### src/hdl/uart_regs.vh
`ifndef UART_REGS_VH
`define UART_REGS_VH

// Register offsets (byte addresses)
`define UART_DATA_ADDR      8'h00
`define UART_STATUS_ADDR    8'h04
`define UART_CTRL_ADDR      8'h08
`define UART_BAUD_ADDR      8'h0C
`define UART_FMT_ADDR       8'h10
`define UART_IEN_ADDR       8'h14
`define UART_ISTAT_ADDR     8'h18
`define UART_ICLR_ADDR      8'h1C
`define UART_POWER_ADDR     8'h20

// Reset values
`define UART_CTRL_RST       8'h00
`define UART_BAUD_RST       16'h0044
`define UART_FMT_RST        5'h03
`define UART_IEN_RST        4'h0

// Control bit positions
`define CTRL_TXEN           0
`define CTRL_RXEN           1
`define CTRL_FLOW           2
`define CTRL_LOOP           3
`define CTRL_HALF           4

// Format fields: [1:0] data bits-5, [2] parity on, [3] odd parity, [4] two stops
`define FMT_LEN_LO          0
`define FMT_PAR_EN          2
`define FMT_PAR_ODD         3
`define FMT_STOP2           4

// Interrupt bits
`define IRQ_TX              0
`define IRQ_RX              1
`define IRQ_ERR             2
`define IRQ_OVR             3

// Receive entry error bits above the data byte
`define RXE_FRAME           8
`define RXE_PARITY          9
`define RXE_BREAK           10
`define RXE_OVERRUN         11

// Oversampling ratio per bit
`define UART_OVS            16

`endif

### src/hdl/uart_with_fifos.v
`timescale 1ns/10ps
`include "uart_regs.vh"
module uart_with_fifos #(
    parameter DEPTH = 32
) (
    // Clock and reset
    input  wire        clk,
    input  wire        rst,
    // Register port
    input  wire [7:0]  addr,
    input  wire [31:0] wdata,
    input  wire        wr,
    input  wire        rd,
    output reg  [31:0] rdata,
    // Serial pins
    input  wire        rxd,
    input  wire        cts_n,
    output reg         txd,
    output reg         rts_n,
    // Interrupt and power
    output reg         irq,
    output reg         peripheral_power_status
);
    ////////////////////////////////////////////////////////////////////////////
    // Registers
    reg [7:0]  ctrl_r;
    reg [15:0] baud_r;
    reg [4:0]  fmt_r;
    reg [3:0]  ien_r;
    reg [3:0]  ist_r;
    reg        peripheral_power_enable_r;
    reg        rx_s1_r, rx_s2_r, cts_s1_r, cts_s2_r;

    wire pwr = peripheral_power_enable_r;
    wire [3:0] nbits = {2'b00, fmt_r[1:0]} + 4'd5;

    function parity_of;
        input [7:0] d;
        input [3:0] n;
        input       odd;
        integer k;
        begin
            parity_of = odd;
            for (k = 0; k < 8; k = k + 1) begin
                if (k < n) begin
                    parity_of = parity_of ^ d[k];
                end
            end
        end
    endfunction

    ////////////////////////////////////////////////////////////////////////////
    // FIFOs
    wire       txf_empty, txf_full, rxf_empty, rxf_full;
    wire [7:0] txf_q;
    wire [11:0] rxf_q;
    wire [5:0] txf_cnt, rxf_cnt;
    wire       txf_wr = wr && pwr && addr == `UART_DATA_ADDR;
    wire       rxf_rd = rd && pwr && addr == `UART_DATA_ADDR;
    reg        tx_pop;
    reg        rx_push;
    reg [11:0] rx_entry;

    uart_fifo #(.WIDTH(8), .DEPTH(DEPTH), .AW(5)) u_txf (
        .clk(clk), .rst(rst), .wr_en(txf_wr), .wr_data(wdata[7:0]),
        .rd_en(tx_pop), .rd_data(txf_q), .empty(txf_empty),
        .full(txf_full), .count(txf_cnt)
    );

    uart_fifo #(.WIDTH(12), .DEPTH(DEPTH), .AW(5)) u_rxf (
        .clk(clk), .rst(rst), .wr_en(rx_push), .wr_data(rx_entry),
        .rd_en(rxf_rd), .rd_data(rxf_q), .empty(rxf_empty),
        .full(rxf_full), .count(rxf_cnt)
    );

    ////////////////////////////////////////////////////////////////////////////
    // Baud tick at 16x bit rate
    reg [15:0] bdiv_r;
    reg        tick_r;
    always @(posedge clk or posedge rst) begin
        if (rst) begin
            bdiv_r <= 16'h0000;
            tick_r <= 1'b0;
        end else if (!pwr || bdiv_r >= baud_r) begin
            bdiv_r <= 16'h0000;
            tick_r <= pwr;
        end else begin
            bdiv_r <= bdiv_r + 16'h0001;
            tick_r <= 1'b0;
        end
    end

    ////////////////////////////////////////////////////////////////////////////
    // Transmitter
    localparam TX_IDLE = 2'd0, TX_SHIFT = 2'd1, TX_STOP = 2'd2;
    reg [1:0]  tx_st_r;
    reg [10:0] tx_sh_r;
    reg [3:0]  tx_bits_r;
    reg [3:0]  tx_ovs_r;
    reg        tx_done;
    wire       rx_busy;
    wire tx_ok = ctrl_r[`CTRL_TXEN] && !txf_empty &&
                 !(ctrl_r[`CTRL_FLOW] && cts_s2_r) &&
                 !(ctrl_r[`CTRL_HALF] && rx_busy);
    always @(posedge clk or posedge rst) begin
        if (rst) begin
            tx_st_r   <= TX_IDLE;
            tx_sh_r   <= 11'h7FF;
            tx_bits_r <= 4'h0;
            tx_ovs_r  <= 4'h0;
            txd       <= 1'b1;
            tx_pop    <= 1'b0;
            tx_done   <= 1'b0;
        end else begin
            tx_pop  <= 1'b0;
            tx_done <= 1'b0;
            case (tx_st_r)
                TX_IDLE: begin
                    txd <= 1'b1;
                    if (tx_ok && !tx_pop && pwr) begin
                        tx_sh_r <= {1'b1, 1'b1,
                            parity_of(txf_q, nbits, fmt_r[`FMT_PAR_ODD]),
                            txf_q};
                        if (!fmt_r[`FMT_PAR_EN])
                            tx_sh_r[nbits] <= 1'b1;
                        else
                            tx_sh_r[nbits] <= parity_of(txf_q, nbits,
                                                        fmt_r[`FMT_PAR_ODD]);
                        tx_bits_r <= nbits + {3'b000, fmt_r[`FMT_PAR_EN]};
                        tx_pop    <= 1'b1;
                        tx_ovs_r  <= 4'h0;
                        txd       <= 1'b0;
                        tx_st_r   <= TX_SHIFT;
                    end
                end
                TX_SHIFT: if (tick_r) begin
                    tx_ovs_r <= tx_ovs_r + 4'h1;
                    if (tx_ovs_r == 4'hF) begin
                        if (tx_bits_r == 4'h0) begin
                            txd      <= 1'b1;
                            tx_bits_r <= fmt_r[`FMT_STOP2] ? 4'h1 : 4'h0;
                            tx_st_r  <= TX_STOP;
                        end else begin
                            txd       <= tx_sh_r[0];
                            tx_sh_r   <= {1'b1, tx_sh_r[10:1]};
                            tx_bits_r <= tx_bits_r - 4'h1;
                        end
                    end
                end
                TX_STOP: if (tick_r) begin
                    tx_ovs_r <= tx_ovs_r + 4'h1;
                    if (tx_ovs_r == 4'hF) begin
                        if (tx_bits_r == 4'h0) begin
                            tx_st_r <= TX_IDLE;
                            tx_done <= 1'b1;
                        end else begin
                            tx_bits_r <= tx_bits_r - 4'h1;
                        end
                    end
                end
                default: tx_st_r <= TX_IDLE;
            endcase
        end
    end

    ////////////////////////////////////////////////////////////////////////////
    // Receiver
    localparam RX_IDLE = 2'd0, RX_START = 2'd1, RX_DATA = 2'd2, RX_STOP = 2'd3;
    reg [1:0] rx_st_r;
    reg [3:0] rx_ovs_r;
    reg [3:0] rx_cnt_r;
    reg [8:0] rx_sh_r;
    reg       rx_err;
    wire rx_in = ctrl_r[`CTRL_LOOP] ? txd : rx_s2_r;
    wire [3:0] rx_need = nbits + {3'b000, fmt_r[`FMT_PAR_EN]};
    assign rx_busy = (rx_st_r != RX_IDLE);
    always @(posedge clk or posedge rst) begin
        if (rst) begin
            rx_st_r  <= RX_IDLE;
            rx_ovs_r <= 4'h0;
            rx_cnt_r <= 4'h0;
            rx_sh_r  <= 9'h000;
            rx_push  <= 1'b0;
            rx_entry <= 12'h000;
            rx_err   <= 1'b0;
        end else begin
            rx_push <= 1'b0;
            rx_err  <= 1'b0;
            case (rx_st_r)
                RX_IDLE: if (tick_r && ctrl_r[`CTRL_RXEN] && !rx_in) begin
                    rx_ovs_r <= 4'h0;
                    rx_st_r  <= RX_START;
                end
                RX_START: if (tick_r) begin
                    rx_ovs_r <= rx_ovs_r + 4'h1;
                    if (rx_ovs_r == 4'h7) begin
                        rx_ovs_r <= 4'h0;
                        rx_cnt_r <= 4'h0;
                        rx_sh_r  <= 9'h000;
                        rx_st_r  <= rx_in ? RX_IDLE : RX_DATA;
                    end
                end
                RX_DATA: if (tick_r) begin
                    rx_ovs_r <= rx_ovs_r + 4'h1;
                    if (rx_ovs_r == 4'hF) begin
                        rx_sh_r[rx_cnt_r] <= rx_in;
                        rx_cnt_r <= rx_cnt_r + 4'h1;
                        if (rx_cnt_r + 4'h1 == rx_need)
                            rx_st_r <= RX_STOP;
                    end
                end
                RX_STOP: if (tick_r) begin
                    rx_ovs_r <= rx_ovs_r + 4'h1;
                    if (rx_ovs_r == 4'hF) begin
                        rx_entry[7:0] <= rx_sh_r[7:0] &
                                         ~(8'hFF << nbits);
                        rx_entry[`RXE_FRAME]   <= !rx_in;
                        rx_entry[`RXE_PARITY]  <= fmt_r[`FMT_PAR_EN] &&
                            (rx_sh_r[nbits] != parity_of(rx_sh_r[7:0], nbits,
                                                         fmt_r[`FMT_PAR_ODD]));
                        rx_entry[`RXE_BREAK]   <= !rx_in && rx_sh_r == 9'h000;
                        rx_entry[`RXE_OVERRUN] <= rxf_full;
                        rx_err  <= !rx_in || rxf_full;
                        rx_push <= 1'b1;
                        rx_st_r <= RX_IDLE;
                    end
                end
                default: rx_st_r <= RX_IDLE;
            endcase
        end
    end

    ////////////////////////////////////////////////////////////////////////////
    // Register access, sync, interrupt
    wire [3:0] ev = {rx_push && rxf_full, rx_err | (rx_push & |rx_entry[11:8]),
                     rx_push, tx_done};
    wire       ist_clr = wr && pwr && addr == `UART_ICLR_ADDR;
    always @(posedge clk or posedge rst) begin
        if (rst) begin
            ctrl_r   <= `UART_CTRL_RST;
            baud_r   <= `UART_BAUD_RST;
            fmt_r    <= `UART_FMT_RST;
            ien_r    <= `UART_IEN_RST;
            ist_r    <= 4'h0;
            peripheral_power_enable_r <= 1'b0;
            peripheral_power_status   <= 1'b0;
            rx_s1_r  <= 1'b1;
            rx_s2_r  <= 1'b1;
            cts_s1_r <= 1'b1;
            cts_s2_r <= 1'b1;
            rts_n    <= 1'b1;
            irq      <= 1'b0;
            rdata    <= 32'h0000_0000;
        end else begin
            rx_s1_r  <= rxd;
            rx_s2_r  <= rx_s1_r;
            cts_s1_r <= cts_n;
            cts_s2_r <= cts_s1_r;
            peripheral_power_status <= peripheral_power_enable_r;
            rts_n <= !(ctrl_r[`CTRL_FLOW] && rxf_cnt < 6'd28);
            ist_r <= (ist_clr ? ist_r & ~wdata[3:0] : ist_r) | ev;
            irq   <= |(ist_r & ien_r);
            if (wr && addr == `UART_POWER_ADDR)
                peripheral_power_enable_r <= wdata[0];
            if (wr && pwr) begin
                case (addr)
                    `UART_CTRL_ADDR: ctrl_r <= wdata[7:0];
                    `UART_BAUD_ADDR: baud_r <= wdata[15:0];
                    `UART_FMT_ADDR:  fmt_r  <= wdata[4:0];
                    `UART_IEN_ADDR:  ien_r  <= wdata[3:0];
                    default: ;
                endcase
            end
            rdata <= 32'h0000_0000;
            // Unpowered block answers only on the power register
            if (rd && (pwr || addr == `UART_POWER_ADDR)) begin
                case (addr)
                    `UART_DATA_ADDR:   rdata <= pwr ? {20'h0_0000, rxf_q} : 32'h0000_0000;
                    `UART_STATUS_ADDR: rdata <= {16'h0000, 2'b00, rxf_cnt, 2'b00,
                                         txf_cnt[5:0] == 6'd0 ? 1'b1 : 1'b0,
                                         rx_busy, txf_full, txf_empty,
                                         rxf_full, rxf_empty};
                    `UART_CTRL_ADDR:   rdata <= {24'h00_0000, ctrl_r};
                    `UART_BAUD_ADDR:   rdata <= {16'h0000, baud_r};
                    `UART_FMT_ADDR:    rdata <= {27'h000_0000, fmt_r};
                    `UART_IEN_ADDR:    rdata <= {28'h000_0000, ien_r};
                    `UART_ISTAT_ADDR:  rdata <= {28'h000_0000, ist_r};
                    `UART_POWER_ADDR:  rdata <= {30'h0000_0000,
                                         peripheral_power_status, pwr};
                    default:           rdata <= 32'h0000_0000;
                endcase
            end
        end
    end
endmodule // uart_with_fifos

### src/hdl/uart_fifo.v
`timescale 1ns/10ps
module uart_fifo #(
    parameter WIDTH = 8,
    parameter DEPTH = 32,
    parameter AW    = 5
) (
    // Clock and reset
    input  wire             clk,
    input  wire             rst,
    // Write side
    input  wire             wr_en,
    input  wire [WIDTH-1:0] wr_data,
    // Read side
    input  wire             rd_en,
    output wire [WIDTH-1:0] rd_data,
    // State
    output wire             empty,
    output wire             full,
    output wire [AW:0]      count
);
    reg [WIDTH-1:0] mem_r [0:DEPTH-1];
    reg [AW-1:0]    wp_r;
    reg [AW-1:0]    rp_r;
    reg [AW:0]      cnt_r;
    wire            do_wr = wr_en && !full;
    wire            do_rd = rd_en && !empty;
    integer         i;

    assign rd_data = mem_r[rp_r];
    assign empty   = (cnt_r == {(AW+1){1'b0}});
    assign full    = (cnt_r == DEPTH[AW:0]);
    assign count   = cnt_r;

    always @(posedge clk or posedge rst) begin
        if (rst) begin
            wp_r  <= {AW{1'b0}};
            rp_r  <= {AW{1'b0}};
            cnt_r <= {(AW+1){1'b0}};
            for (i = 0; i < DEPTH; i = i + 1) begin
                mem_r[i] <= {WIDTH{1'b0}};
            end
        end else begin
            if (do_wr) begin
                mem_r[wp_r] <= wr_data;
                wp_r        <= wp_r + 1'b1;
            end
            if (do_rd) begin
                rp_r <= rp_r + 1'b1;
            end
            if (do_wr && !do_rd) begin
                cnt_r <= cnt_r + 1'b1;
            end else if (do_rd && !do_wr) begin
                cnt_r <= cnt_r - 1'b1;
            end
        end
    end
endmodule // uart_fifo

### config.mk
export PLATFORM = sky130hd
export DESIGN_NAME = uart_with_fifos
export DESIGN_NICKNAME = d
export VERILOG_FILES = /design/src/hdl/uart_with_fifos.v /design/src/hdl/uart_fifo.v
export VERILOG_INCLUDE_DIRS = /design/src /design/src/hdl
export SDC_FILE = /design/constraint.sdc
export NUM_CORES = 2
export LEC_CHECK = 0
export BUFFER_PORTS_ARGS = -buffer_cell sky130_fd_sc_hd__buf_2
export CELL_PAD_IN_SITES_DETAIL_PLACEMENT = 1
export CELL_PAD_IN_SITES_GLOBAL_PLACEMENT = 1
export CORE_ASPECT_RATIO = 0.7
export CORE_MARGIN = 1.5
export CORE_UTILIZATION = 55
export DETAILED_ROUTE_END_ITERATION = 10
export PLACE_DENSITY_LB_ADDON = 0.05
export SETUP_SLACK_MARGIN = 0.02
export SLEW_MARGIN = 10
export SYNTH_ARGS = -nofsm -noshare
export SYNTH_HDL_FRONTEND = slang
export SYNTH_SLANG_ARGS = --single-unit
### constraint.sdc
create_clock -name clk -period 55.9 [get_ports clk]
set_clock_uncertainty 0.1 [all_clocks]
set_input_delay 5.59 -clock clk [delete_from_list [all_inputs] [get_ports clk]]
set_output_delay 5.59 -clock clk [all_outputs]
set_load 0.02 [all_outputs]
; ---- Yosys cells after proc, flatten, opt, wreduce, memory -nomap -nowiden
; Index checks and enable logic that the tools add are counted.
[classes]
n_addsub = 15
order_cmp = 20
eq_ne = 39
shifts = 1
mux = 187
bitwise = 36
reduce_logical = 80
[op_table]
columns = op, n
row1 = 384-bit bitwise mux, 1
row2 = 256-bit bitwise mux, 1
row3 = 16-bit case mux with 8 select lines, 1
row4 = 1-bit two-way mux, 110
row5 = 4-bit two-way mux, 18
row6 = 12-bit binary-select mux with 5-bit select, 1
row7 = 12-bit demux with 5-bit select, 1
row8 = 11-bit two-way mux, 5
row9 = 12-bit two-way mux, 4
row10 = 8-bit binary-select mux with 5-bit select, 1
row11 = 8-bit demux with 5-bit select, 1
row12 = 9-bit two-way mux, 4
row13 = 2-bit != test (second input constant), 17
row14 = 8-bit by 5-bit == test with 1-bit output (second input constant), 4
row15 = 1-bit logical AND, 32
row16 = 16-bit two-way mux, 2
row17 = 2-bit two-way mux, 16
row18 = 6-bit >= comparator (second input constant), 4
row19 = 6-bit two-way mux, 4
row20 = 8-bit two-way mux, 3
row21 = 5-bit inverter with 6-bit output, 4
row22 = 4-bit case mux with 3 select lines, 2
row23 = 1-bit XOR, 23
row24 = 11-bit case mux with 2 select lines, 1
row25 = other kinds (61), 118
[totals]
regBits = 823
output_inout_bits = 36

; ---- Logic depth before layout (Yosys ltp)
[logic_depth]
ltp_word = 48
mapped_depth = 16
ltp_nobuf = 15

; ---- By module
; From an unflattened synthesis, not the netlist that was laid out.
[hier_totals]
cells_unflattened = 2820
area_unflattened_um2 = 38612.0
[modules_own_cells]
columns = module, instances, cells_each, area_per_inst_um2
row1 = uart_fifo at u_rxf, 1, 1221, 18575.3
row2 = uart_fifo at u_txf, 1, 843, 12630.9
row3 = uart_with_fifos, 1, 756, 7405.9

; ---- Least setup slack after synthesis
; OpenSTA, ideal clock, no wires.
[synth_timing]
path_type = input to register
from = in addr[2]
to = reg u_rxf.cnt_r[5], in the netlist u_rxf.count[5]
setup_ns = 0.125
arrival_time_ns = 8.701
required_ns = 55.675
setup_slack_ns = 46.974
stages = 16
n_path_buf = 1
path_cell_list = clkbuf_1 or4_1 nor3_1 nand2_1 nor3b_1 inv_1 ha_1 inv_1 ha_1 a21o_1 a21oi_1 o21bai_1 a21oi_1 xnor2_1 nor2_1 xor2_1
[synth_via]
elab_chain_len = 6
[synth_lines]
columns = element, line_no
row1 = "start, declared", uart_with_fifos.v:10  ; input wire [7:0] addr,
row2 = 8-bit zero test (*), --
row3 = 1-bit logical AND (no line) (*), --
row4 = 1-bit logical AND (*), uart_fifo.v:26  ; wire do_rd = rd_en && !empty;
row5 = 1-bit zero test, uart_fifo.v:50  ; if (do_wr && !do_rd) begin
row6 = 1-bit logical AND, uart_fifo.v:50
row7 = 6-bit two-way mux / 2-bit nonzero test (equally long branches), --
row8 = "end signal, assigned", uart_fifo.v:38  ; cnt_r <= {(AW+1){1'b0}};
row9 = "end signal, assigned", uart_fifo.v:51  ; cnt_r <= cnt_r + 1'b1;
row10 = "end signal, assigned", uart_fifo.v:53  ; cnt_r <= cnt_r - 1'b1;
row11 = "end, declared", uart_fifo.v:24  ; reg [AW:0] cnt_r;
; Mark *: on every way between the ends. The rest lies on a longest branch, timed or not.
; A chain may end at the register's enable or synchronous reset.

; ---- Final worst setup path
[layout_timing]
from = in addr[3]
to = reg u_rxf.cnt_r[5], in the netlist u_rxf.count[5]
; Same word-level chain as after synthesis.

==> flow_summary_export.csv <==
group,metric,value,unit
yosys,seq_area_frac_synth,53.2,%
setup_path,endpoint_kind,"register",
placement,preCtsSetupSlack,46.20,ns
route,drt-total-wl,101,mm
clock_tree,cts_buffers,80,
sta,slew_headroom,14.6,%
setup_path,cp.arrival,9.54,ns
grt,grt_pass1_wl,155,mm
grt,top_usage_layer,"met1",
yosys,synthesis.area,38000,µm²
sta,setup_tns,0,ns
grt,grt_max_degree,176,
setup_path,critPathSlowestCell,"nor3b_1",
sta,tightest_slew,1.28,ns
floorplanning,rows,80,
clock_tree,cts.sinks,807,
floorplanning,io_pins,82,
floorplanning,dieArea,70800,µm²
clock_tree,ctsHtreeMaxLevel,3,
yosys,synth_common_cells,"dfrtp_1 (786), mux2_2 (698), mux4_2 (188)",
cells_and_area,nets,2741,
yosys,synth.avg_cell_area,14.2,µm²
pwr,power_density,27.8,nW/µm²
route,vias,23000,
floorplanning,core_area,68300,µm²
route,ant_nets,0,
yosys,yosysTopAreaCellShare,51.7,%
setup_path,cp.required,56.31,ns
route,firstDrtPassIters,7,
yosys,ys.flop_type,"dfrtp_1",
grt,grtUsageMet3,7.97,%
floorplanning,die_h,223,µm
placement,io_buffers,49,
setup_path,crit_type,"input pin to register",
placement,gp_congestion,0.830,
hold_path,hp-class,"register to register",
yosys,synth-seq-cells,807,
yosys,synthTopCellsByArea,"dfrtp_1 (52%), mux2_2 (21%), mux4_2 (11%), ha_1 (1.8%), clkbuf_1 (1.6%)",
pwr,p_sw_share,21.7,%
grt,met2_usage,40.7,%
setup_path,cp_cell_sequence,"buf_2 -> or4_1 -> nor3_1 -> nand2_1 -> nor3b_1 -> inv_1 -> ha_1 -> inv_1 -> ha_1 -> a21o_1 -> a21oi_1 -> o21bai_1 -> a21oi_1 -> xnor2_1 -> nor2_1 -> xor2_1",
clock_tree,cts_resized,0,
floorplanning,die-width,317,µm
setup_path,cp_max_fo,20,
yosys,async_flop_share,100,%
placement,dp_hpwl,64.8,mm
sta,rsz0062_at_grt,"false",
cells_and_area,seqCellArea,20200,µm²
pwr,p_leak,19.4,nW
clock_tree,clk_latency,0.65,ns
route,drt_iter0_markers,1811,
pwr,seq_power_share,50.8,%
yosys,synth_most_common_cell,"dfrtp_1",
route,wire_per_inst,28.0,µm
clock_tree,cts_setup_buffers,0,
route,routed_via_density,6.39,
cells_and_area,multi_input_area,16900,µm²
yosys,synth_edf_count,0,
setup_path,cp-start-kind,"input pin",
clock_tree,cts_tree,"yes",
pwr,peakVddDrop,0.0193,mV
yosys,yosysTopAreaCell,"dfrtp_1",
sta,hold-worst-slack,0.257,ns
setup_path,max_stage_delay,0.74,ns
grt,antenna_found_initial,7,
clock_tree,clockBufferDepth,3,
route,drc,0,
yosys,yosysUniqueCellTypes,69,
clock_tree,postCtsHoldBufs,0,
sta,setup_viol,0,
sta,fin_ws,46.77,ns
floorplanning,initial_core_util,55.7,%
job,cap_violations,0,
pwr,combPwrFrac,1.8,%
sta,finalCritPeriodShare,16.3,%
cells_and_area,drive_gt1_share,42.8,%
pwr,power.switching,0.250,mW
sta,finalMaxSlewViolations,0,
sta,max_freq,0.109,GHz
outcome,status,"completed",
yosys,synth_warnings,0,
pwr,p_clk_share,47.4,%
pwr,intPower,0.903,mW
grt,grt-ovfl-total,0,
grt,grt_util_met1,46.0,%
clock_tree,cts_root_buffer,"clkbuf_16",
grt,first_global_vias,24800,
cells_and_area,num-fill-cells,6238,
grt,track_usage,29.3,%
cells_and_area,synthToLayoutAreaGrowth,9.23,%
sta,period_needed,9.13,ns
yosys,syn-instance-count,2672,
clock_tree,clkTransAtPathRegs,0.06,ns
sta,hold_viol,0,
[layout make-up]
class	count	share of cell area, %
Clock inverter	17	0.410
Sequential cell	807	48.7
Inverter	50	0.470
Multi-Input combinational cell	1621	40.6
Clock buffer	124	5.93
Timing Repair Buffer	77	1.14
Antenna cell	1	0.00602
Tap cell	902	2.72
[path summary, 6_finish.rpt]
check                           cells past startpoint  slack, ns                      start                           end
worst max-delay path                               16      46.77                    addr[3]    u_rxf.count[5]$_DFFE_PP0P_
worst max register to register                     11      51.10  u_txf.rp_r[0]$_DFFE_PP0P_        tx_sh_r[5]$_DFFE_PP1P_
min in group asynchronous                           2       5.01                        rst  u_rxf.mem_r[380]$_DFFE_PP0P_
worst min-delay path                                0       0.26          rx_s1_r$_DFF_PP1_             rx_s2_r$_DFF_PP1_
max in group asynchronous                           5      47.51                        rst   u_rxf.mem_r[96]$_DFFE_PP0P_
worst min register to register                      0       0.26          rx_s1_r$_DFF_PP1_             rx_s2_r$_DFF_PP1_
[kinds of logic (layout without fill, tap and decap cells)]
logic type      Yosys count  in the layout  share of synthesized area (%)
fa+ha+maj                58             58                           1.97
flops                   807            807                           53.2
compound gates          197            197                           3.33
buf+inv                 259            268                           2.84
mux                     920            920                           32.7
simple gates            372            372                           4.60
other cells               1             17                        0.00986
xor+xnor                 58             58                           1.41
[power by group through the flow]
stage / sequential, mW / combinational [mW] / clock [mW]
after floorplan: 0.597 / 0.0144 / 0
after CTS: 0.585 / 0.0214 / 0.557
after detailed placement: 0.596 / 0.0213 / 0
final: 0.586 / 0.0208 / 0.547
after global routing: 0.585 / 0.0235 / 0.579
after global placement: 0.596 / 0.0203 / 0
[per-stage QoR]
step / instances / util [%] / total power [mW] / cell area (µm²)
after floorplan: 2687 / - / 0.611 / 38100
after global placement: 3456 / 57.0 / 0.617 / 38900
after detailed placement: 3456 / 57.0 / 0.618 / 38900
after CTS: 3597 / 60.8 / 1.16 / 41500
after global routing: 3598 / 60.9 / 1.19 / 41500
final: 3599 / 60.9 / 1.15 / 41600
[layout by cell type (no fill, tap or decap), types with 12 or more instances in the layout]
master     instances
dfrtp_1          780
mux2i_1           34
inv_1             49
dfstp_2           21
o21ai_0           64
xor2_1            18
a21o_1            12
mux2_2           698
ha_1              55
conb_1            16
xnor2_1           38
buf_2             49
clkbuf_8          19
a21oi_1           41
nor3_1            16
a31oi_1           12
clkbuf_1          20
nand3_1           25
nor2b_1           14
buf_4             26
clkbuf_16         85
nor2_2            28
nand2_1          126
nor2_1            78
mux4_2           188
[per-layer routing]
metal,routed length (µm),part of all wire [%]
met5,13,0.013
met4,1860,1.8
met3,7510,7.5
met1,48200,48
met2,43100,43
[sequential cells by signal (all words and copies together), names as in the netlist, 4 cells and up, named ones only]
signal,flops
u_rxf.mem_r,384
u_txf.mem_r,256
baud_r,16
bdiv_r,16
rdata,16
rx_entry,12
tx_sh_r,11
rx_sh_r,9
ctrl_r,8
u_rxf.count,6
u_txf.count,6
fmt_r,5
u_rxf.rp_r,5
u_rxf.wp_r,5
u_txf.rp_r,5
u_txf.wp_r,5
ien_r,4
ist_r,4
rx_cnt_r,4
rx_ovs_r,4
tx_bits_r,4
tx_ovs_r,4
[critical path: cells and delay by family]
family                     cells  cell delay (ns)
and+or+nand+nor                5             1.90
adders and majority gates      2             0.53
buffers and inverters          3             0.53
xor gates and xnor gates       2             0.31
AOI/OAI and AO/OA              4             0.67
(Power assumes the default switching activity.)
